`src/verilog/twdl_defines.vh`:
```
// Constants for the trigger word, delay and difference counter logic
`ifndef TWDL_DEFINES_VH
`define TWDL_DEFINES_VH
`define TWDL_WORD_BITS      4
`define TWDL_EXP_INPUTS     4
`define TWDL_LOWER_BITS     4
`define TWDL_UPPER_BITS     12
`define TWDL_DIV_PRESET     2'b11
`define TWDL_DIFF_BITS      16
`define TWDL_DIFF_MAX       16'h7fff
`define TWDL_HALT_CLOCKS    3
`define TWDL_HALT_CNT_BITS  2
`define TWDL_LOWER_TERMINAL 4'hf
`endif

```
`src/verilog/twdl_sync2.v`:
```
// Two-flip-flop synchroniser for a bus of levels
`timescale 1ns/10ps
module twdl_sync2 #(
    parameter WIDTH = 1
) (
    input  wire             clk_i,
    input  wire             rst_n_i,
    input  wire [WIDTH-1:0] async_i,
    output reg  [WIDTH-1:0] sync_o
);
    reg [WIDTH-1:0] meta;

    always @(posedge clk_i or negedge rst_n_i) begin
        if (!rst_n_i) begin
            meta   <= {WIDTH{1'b0}};
            sync_o <= {WIDTH{1'b0}};
        end else begin
            meta   <= async_i;
            sync_o <= meta;
        end
    end
endmodule

```
`src/verilog/twdl_word_match.v`:
```
// Four-bit word recognizer: polarity, care mask, registered match bits
`timescale 1ns/10ps
`include "twdl_defines.vh"
module twdl_word_match (
    input  wire                       clk_i,
    input  wire                       rst_n_i,
    input  wire [`TWDL_WORD_BITS-1:0] data_i,
    input  wire [`TWDL_WORD_BITS-1:0] polarity_i,
    input  wire [`TWDL_WORD_BITS-1:0] dont_care_i,
    input  wire                       extra_match_n_i,
    output wire                       recognized_n_o
);
    reg [`TWDL_WORD_BITS-1:0] match_n;

    genvar b;
    generate
        for (b = 0; b < `TWDL_WORD_BITS; b = b + 1) begin : g_bit
            always @(posedge clk_i or negedge rst_n_i) begin
                if (!rst_n_i) begin
                    match_n[b] <= 1'b0;
                end else if (dont_care_i[b]) begin
                    match_n[b] <= 1'b0;
                end else begin
                    match_n[b] <= data_i[b] ^ polarity_i[b];
                end
            end
        end
    endgenerate

    // Low only when all four bit matches and the fifth input are low
    assign recognized_n_o = |{match_n, extra_match_n_i};
endmodule

```
`src/verilog/twdl_trigger_delay.v`:
```
// Trigger latch, post-trigger delay counter and difference counter
//
// Behaviour
// - Each data bit passes a polarity inverter; match is active low.
// - Don't-care bits hold their match register low; others register the inverter.
// - Recognition is low only when four bit matches and fifth input are low.
// - Recognition is latched and forwarded on the next phase C edge.
// - Own recognition NORed with all expander recognitions; absent inputs held low.
// - Trigger latch captures high on phase D and holds until cleared.
// - Arm inhibit masks the trigger latch; slow-arms mode inhibits until slow trigger.
// - Delay counter runs at quarter rate, divider starts after trigger.
// - Both divider registers preset while delay load is asserted.
// - Lower section loads four bits from load bus while load enable high.
// - Lower section increments per quarter-rate edge, none before trigger.
// - Lower section msb clocks the upper section, forming one counter.
// - Upper carry plus lower terminal count asserts halt, freezing the counter.
// - Acquisition stops exactly three clocks after the halt request.
// - Delay counter spans more than 32,700 clock cycles.
// - Trigger clear zeroes the difference counter.
// - Difference counter counts on slow clock while slow triggered, fast not.
// - Fast trigger drops the count enable and the count holds.
// - Difference counter stops at 7fff rather than wrapping.
// - Counter stays zero unless slow module triggers first.
// - Two active-low byte enables put one count byte each on the bus.
`timescale 1ns/10ps
`include "twdl_defines.vh"
module twdl_trigger_delay (
    input  wire                        clk_i,
    input  wire                        rst_n_i,
    input  wire                        phase_c_i,
    input  wire                        phase_d_i,
    input  wire [`TWDL_WORD_BITS-1:0]  data_i,
    input  wire [`TWDL_WORD_BITS-1:0]  bit_polarity_select_i,
    input  wire [`TWDL_WORD_BITS-1:0]  bit_dont_care_i,
    input  wire [`TWDL_EXP_INPUTS-1:0] expander_recognized_n_i,
    input  wire                        arm_inhibit_i,
    input  wire                        slow_arms_fast_mode_i,
    input  wire                        trigger_clear_i,
    input  wire                        delay_load_enable_i,
    input  wire [`TWDL_LOWER_BITS-1:0] delay_load_nibble_bus_i,
    input  wire [`TWDL_UPPER_BITS-1:0] delay_load_upper_i,
    input  wire                        slow_module_triggered_i,
    input  wire                        slow_module_clock_i,
    input  wire                        diff_low_byte_enable_n_i,
    input  wire                        diff_high_byte_enable_n_i,
    output reg                         triggered_o,
    output reg                         fast_module_triggered_n_o,
    output reg                         acquisition_halt_request_o,
    output reg                         acquisition_running_o,
    output reg  [7:0]                  bus_data_o,
    output reg                         bus_data_oe_o,
    output reg  [`TWDL_DIFF_BITS-1:0]  diff_count_o
);
    // All inputs except polarity, don't care, mode select and the delay load buses pass two flip-flops before use.
    // Read enables cross inverted so the synchroniser's reset level means idle,
    // otherwise the bus would be driven for two clocks after reset.
    localparam SYNC_W = `TWDL_WORD_BITS + `TWDL_EXP_INPUTS + 9;

    wire [SYNC_W-1:0] sync_in;
    wire [`TWDL_WORD_BITS-1:0]  data_s;
    wire [`TWDL_EXP_INPUTS-1:0] exp_s;
    wire phase_c_s;
    wire phase_d_s;
    wire arm_inhibit_s;
    wire slow_trig_s;
    wire slow_clk_s;
    wire lo_en_n_s;
    wire hi_en_n_s;
    wire clear_s;
    wire load_s;

    twdl_sync2 #(
        .WIDTH (SYNC_W)
    ) u_sync (
        .clk_i   (clk_i),
        .rst_n_i (rst_n_i),
        .async_i ({data_i, expander_recognized_n_i, phase_c_i, phase_d_i,
                   arm_inhibit_i, slow_module_triggered_i, slow_module_clock_i,
                   ~diff_low_byte_enable_n_i, ~diff_high_byte_enable_n_i,
                   trigger_clear_i, delay_load_enable_i}),
        .sync_o  (sync_in)
    );

    assign data_s        = sync_in[SYNC_W-1 -: `TWDL_WORD_BITS];
    assign exp_s         = sync_in[9 +: `TWDL_EXP_INPUTS];
    assign phase_c_s     = sync_in[8];
    assign phase_d_s     = sync_in[7];
    assign arm_inhibit_s = sync_in[6];
    assign slow_trig_s   = sync_in[5];
    assign slow_clk_s    = sync_in[4];
    assign lo_en_n_s     = ~sync_in[3];
    assign hi_en_n_s     = ~sync_in[2];
    assign clear_s       = sync_in[1];
    assign load_s        = sync_in[0];

    // Edge detectors read only synchronised copies
    reg phase_c_q;
    reg phase_d_q;
    reg slow_clk_q;
    wire phase_c_rise  = phase_c_s & ~phase_c_q;
    wire phase_d_rise  = phase_d_s & ~phase_d_q;
    wire slow_clk_rise = slow_clk_s & ~slow_clk_q;

    always @(posedge clk_i or negedge rst_n_i) begin
        if (!rst_n_i) begin
            phase_c_q  <= 1'b0;
            phase_d_q  <= 1'b0;
            slow_clk_q <= 1'b0;
        end else begin
            phase_c_q  <= phase_c_s;
            phase_d_q  <= phase_d_s;
            slow_clk_q <= slow_clk_s;
        end
    end

    // Word recognizer; the fifth input is tied inactive (low) on the master
    wire recognized_n;

    twdl_word_match u_match (
        .clk_i           (clk_i),
        .rst_n_i         (rst_n_i),
        .data_i          (data_s),
        .polarity_i      (bit_polarity_select_i),
        .dont_care_i     (bit_dont_care_i),
        .extra_match_n_i (1'b0),
        .recognized_n_o  (recognized_n)
    );

    // Recognizer latch holds the result while expander signals settle
    reg recog_latch_n;

    always @(posedge clk_i or negedge rst_n_i) begin
        if (!rst_n_i) begin
            recog_latch_n <= 1'b1;
        end else if (phase_c_rise) begin
            recog_latch_n <= recognized_n;
        end
    end

    // Unused expander inputs must be strapped low outside
    wire combined_recognition = ~(recog_latch_n | (|exp_s));

    // Slow-arms mode keeps the latch masked until the slow card fires
    wire latch_masked = arm_inhibit_s | (slow_arms_fast_mode_i & ~slow_trig_s);

    always @(posedge clk_i or negedge rst_n_i) begin
        if (!rst_n_i) begin
            triggered_o               <= 1'b0;
            fast_module_triggered_n_o <= 1'b1;
        end else if (clear_s) begin
            triggered_o               <= 1'b0;
            fast_module_triggered_n_o <= 1'b1;
        end else if (phase_d_rise && !latch_masked && combined_recognition) begin
            triggered_o               <= 1'b1;
            fast_module_triggered_n_o <= 1'b0;
        end
    end

    // Divide-by-four network: preset on load, runs only once triggered
    reg [1:0] div;
    wire      quarter_tick = triggered_o && (div == 2'b00);

    always @(posedge clk_i or negedge rst_n_i) begin
        if (!rst_n_i) begin
            div <= `TWDL_DIV_PRESET;
        end else if (load_s) begin
            div <= `TWDL_DIV_PRESET;
        end else if (triggered_o) begin
            div <= div - 2'b01;
        end
    end

    // Cascaded delay counter, loaded with the complemented quarter delay
    // 16 bits at quarter rate cover 262,140 clocks, well past 32,700
    reg [`TWDL_LOWER_BITS-1:0] lower;
    reg [`TWDL_UPPER_BITS-1:0] upper;
    reg                        lower_msb_q;
    wire lower_msb        = lower[`TWDL_LOWER_BITS-1];
    wire upper_carry_n    = ~(&upper);
    wire lower_terminal   = (lower == `TWDL_LOWER_TERMINAL);
    wire next_halt        = ~upper_carry_n & lower_terminal;
    wire count_enable     = quarter_tick & ~acquisition_halt_request_o;

    always @(posedge clk_i or negedge rst_n_i) begin
        if (!rst_n_i) begin
            lower       <= {`TWDL_LOWER_BITS{1'b0}};
            upper       <= {`TWDL_UPPER_BITS{1'b0}};
            lower_msb_q <= 1'b0;
        end else if (load_s) begin
            lower       <= delay_load_nibble_bus_i;
            upper       <= delay_load_upper_i;
            lower_msb_q <= delay_load_nibble_bus_i[`TWDL_LOWER_BITS-1];
        end else begin
            lower_msb_q <= lower_msb;
            if (count_enable) begin
                lower <= lower + 4'h1;
            end
            // Upper advances on the falling msb, i.e. lower wrap carry
            if (lower_msb_q && !lower_msb) begin
                upper <= upper + 12'h001;
            end
        end
    end

    // Halt request and the three-clock run-out of acquisition
    reg [`TWDL_HALT_CNT_BITS-1:0] halt_cnt;

    always @(posedge clk_i or negedge rst_n_i) begin
        if (!rst_n_i) begin
            acquisition_halt_request_o <= 1'b0;
            acquisition_running_o      <= 1'b0;
            halt_cnt                   <= 2'h0;
        end else if (clear_s || load_s) begin
            acquisition_halt_request_o <= 1'b0;
            acquisition_running_o      <= 1'b1;
            halt_cnt                   <= 2'h0;
        end else begin
            if (triggered_o && next_halt) begin
                acquisition_halt_request_o <= 1'b1;
            end
            if (acquisition_halt_request_o && acquisition_running_o) begin
                if (halt_cnt == `TWDL_HALT_CLOCKS - 1) begin
                    acquisition_running_o <= 1'b0;
                end else begin
                    halt_cnt <= halt_cnt + 2'h1;
                end
            end
        end
    end

    // Difference counter on slow-module clock edges
    wire diff_count_enable = slow_trig_s & fast_module_triggered_n_o;

    always @(posedge clk_i or negedge rst_n_i) begin
        if (!rst_n_i) begin
            diff_count_o <= 16'h0000;
        end else if (clear_s) begin
            diff_count_o <= 16'h0000;
        end else if (slow_clk_rise && diff_count_enable &&
                     diff_count_o != `TWDL_DIFF_MAX) begin
            diff_count_o <= diff_count_o + 16'h0001;
        end
    end

    // Readback bus; low enable wins if both are asserted
    always @(posedge clk_i or negedge rst_n_i) begin
        if (!rst_n_i) begin
            bus_data_o    <= 8'h00;
            bus_data_oe_o <= 1'b0;
        end else if (!lo_en_n_s) begin
            bus_data_o    <= diff_count_o[7:0];
            bus_data_oe_o <= 1'b1;
        end else if (!hi_en_n_s) begin
            bus_data_o    <= diff_count_o[15:8];
            bus_data_oe_o <= 1'b1;
        end else begin
            bus_data_o    <= 8'h00;
            bus_data_oe_o <= 1'b0;
        end
    end
endmodule

```
`config.mk`:
```
export PLATFORM = sky130hd
export DESIGN_NAME = twdl_trigger_delay
export DESIGN_NICKNAME = d
export VERILOG_FILES = /design/src/verilog/twdl_sync2.v /design/src/verilog/twdl_word_match.v /design/src/verilog/twdl_trigger_delay.v
export VERILOG_INCLUDE_DIRS = /design/src /design/src/verilog
export SDC_FILE = /design/constraint.sdc
export NUM_CORES = 1
export LEC_CHECK = 0
export ABC_AREA = 1
export BUFFER_PORTS_ARGS = -buffer_cell sky130_fd_sc_hd__buf_2
export CAP_MARGIN = 20
export CELL_PAD_IN_SITES_DETAIL_PLACEMENT = 1
export CELL_PAD_IN_SITES_GLOBAL_PLACEMENT = 1
export CORE_MARGIN = 2
export CORE_UTILIZATION = 40
export CTS_CLUSTER_DIAMETER = 30
export DETAILED_ROUTE_END_ITERATION = 10
export PLACE_DENSITY_LB_ADDON = 0.25
export SETUP_SLACK_MARGIN = 0.15
export SYNTH_ARGS = -nofsm -noshare
export SYNTH_HDL_FRONTEND = slang
export SYNTH_SLANG_ARGS = --single-unit
```
`constraint.sdc`:
```
create_clock -name clk_i -period 2.4 [get_ports clk_i]
set_input_delay 0.24 -clock clk_i [delete_from_list [all_inputs] [get_ports clk_i]]
set_output_delay 0.24 -clock clk_i [all_outputs]
set_load 0.05 [all_outputs]
```
==> reports/metrics.yaml <==
start_kind: "flop"
h-tree-depth: 3
p_clk_share_pct: 34.3
grt_pass1_wl_um: 15400
drt-total-wl_um: 9260
ys_seq_area_share_pct: 59.5
via_per_inst: 4.85
start_util_pct: 41.5
syn_area_per_cell_um2: 9.23
finalNetCount: 567
path_cells: "ha_1 -> nand3_1 -> inv_2 -> nand2_2 -> nor2_4 -> nor2_4 -> nor2_8 -> nand2_1 -> nand2_1"
max_slew_margin_pct: 38.7
cp_slowest_cell: "dfrtp_1"
dr.first_iter.drc_count: 80
timing.setup.tns_ns: 0
intPower_uw: 2160
cts_tree: "done"
wl_per_cell_um: 14.2
ys_warn_count: 0
drive_above_1_share_pct: 19.9
grt_max_degree: 77
finalPower_uw: 3000
critPathCaptureType: "flop"
cap_violations: 0
clk_pin_slew_ns: 0.10
swShare_pct: 28.0
die_h_um: 102
numCtsBuffers: 9
fin_worst_skew_ns: 0.00881
gp_congestion: 0.884
switchingPower_uw: 840
cp.required_ns: 2.65
layout_common_cells: "nand2_1, dfrtp_1, buf_2"
dp_hpwl_um: 6560
hold_violations: 0
pwr-share-comb_pct: 9.3
antenna_cells: 0
syn_nets: 469
drt_first_pass_iters: 4
fin_util_pct: 51.1
setup_violations: 0
antenna_found_initial: 0
coreArea_um2: 9330
vdd_drop_max_v: 0.000340
p_leak_uw: 0.00240
path_max_fanout: 17
design_area_um2: 4770
port_buffers: 72
critical_path_class: "reg -> reg"
postCtsSetupBuffers: 0
hp-class: "in -> async"
post-route-period-util_pct: 77.4
drc_errors: 0
clkSinkCount: 92
p_seq_share_pct: 56.4
power_density_nw_per_um2: 629
vias: 3163
synth-seq-cells: 92
final_common_cell: "nand2_1"
cts_buffer_depth: 2
ios: 73
area_growth_pct: 23.1
status: "finished, final reports clean"
ys_types: 30
synth_area_um2: 3870
dpl_cell_area_um2: 4390
die_area_um2: 10500
maxSlewViolCount: 0
ant_nets: 0
grt_pass1_vias: 3277
rows: 35
synth_cells: 420
insertion_delay_ns: 0.36
max_stage_delay_ns: 0.44
grt.total_usage_pct: 19.2
fin_crit_ns: 1.86
nFillCells: 1127
overflow: 0
worstPathArrival_ns: 2.11
die_x_um: 102
rsz0062_at_grt: "false"
clock.fmax_mhz: 538
cts_root_buf: "clkbuf_8"
tightest_slew_ns: 0.920
power groups by stage:
stage          clock [uW]  combinational [uW]  sequential [uW]
2_1_floorplan           0                 144             1710
3_5_place_dp            0                 258             1720
3_3_place_gp            0                 251             1720
4_1_cts              1080                 281             1690
6_report             1030                 279             1690
5_1_grt              1120                 321             1700
final timing paths:
kind                                          from                  to  slack (ns)  cells past startpoint
worst max-delay path               diff_count_o[0]    diff_count_o[12]        0.54                      9
worst min-delay path                       rst_n_i    u_sync.sync_o[8]      0.0004                      1
worst min register to register      u_sync.meta[7]    u_sync.sync_o[7]        0.36                      0
worst max register to register     diff_count_o[0]    diff_count_o[12]        0.54                      9
max in group asynchronous                  rst_n_i            upper[8]        1.67                      2
min in group clk_i              bit_dont_care_i[0]  u_match.match_n[0]        0.02                      2
per-stage QoR:
| step | instances | setup WS (ns) | hold slack (ns) |
|---|---|---|---|
| after floorplan | 420 | 0.492 | -0.0556 |
| after global routing | 652 | 0.373 | 0.00703 |
| after detailed placement | 618 | 0.551 | 0.336 |
| after global placement | 618 | 0.656 | 0.332 |
| after CTS | 650 | 0.538 | 0.00318 |
| final | 652 | 0.542 | 0.000430 |
cells by family (layout without fill, tap and decap cells):
family,after synthesis,after routing,synth area share (%)
adder cells (fa/ha/maj),5,5,1.61
XOR/XNOR,12,12,2.71
flip-flops,92,92,59.5
buffers and inverters,54,157,5.59
AND/OR/NAND/NOR,216,216,24.6
AO/OA/AOI/OAI,41,41,5.91
cells in the mapped netlist (all sizes together):
library cell	count	area share, %
ha	5	1.6
nor3	3	0.39
nand3	31	4.0
xor2	8	1.8
clkbuf	3	0.29
or2	2	0.32
nand4	21	3.4
clkinv	1	0.097
o311ai	1	0.23
a22oi	1	0.19
a21oi	5	0.65
nand2	108	11
nor4	1	0.16
buf	4	0.74
dfstp	4	2.7
nor2	50	5.8
a211oi	1	0.19
xnor2	4	0.90
o21ai	24	3.1
a31oi	2	0.32
o211ai	3	0.58
dfrtp	88	57
inv	46	4.5
o22ai	4	0.65
worst max-delay path, delay by kind of cell (launching register included):
kind	cells	cell delay (ns)
fa+ha+maj	1	0.27
buf+inv	1	0.08
flops	1	0.44
simple gates	7	0.95
routing by layer:
layer / GRT usage (%) / wire length [um]
met5: 0 / 0
met2: 34.2 / 4810
met4: 4.72 / 122
met3: 5.34 / 353
met1: 23.1 / 3980
registers in the layout (all words and copies together) (netlist names), 2 cells and up:
| signal | cells |
|---|---|
| u_sync.meta | 17 |
| u_sync.sync_o | 17 |
| diff_count_o | 16 |
| upper | 12 |
| bus_data_o | 8 |
| lower | 4 |
| u_match.match_n | 4 |
| div | 2 |
| halt_cnt | 2 |
area by class of cell:
type | count | area [um^2] | area share (%)
sequential | 92 | 2310 | 48.4
multi-input combinational | 274 | 1350 | 28.3
timing repair buffer | 94 | 573 | 12.0
inverter | 47 | 176 | 3.70
tap | 129 | 161 | 3.38
clock buffer | 9 | 124 | 2.60
clock inverter | 7 | 76.3 | 1.60
repair_timing:
action                                  in CTS  in global routing
hold buffers                                16                  2
hold endpoints to repair                    16                  2
endpoints found under the setup margin       0                  0
gates resized for setup                      0                  0
Note: power is estimated with default switching activity, not from simulation.
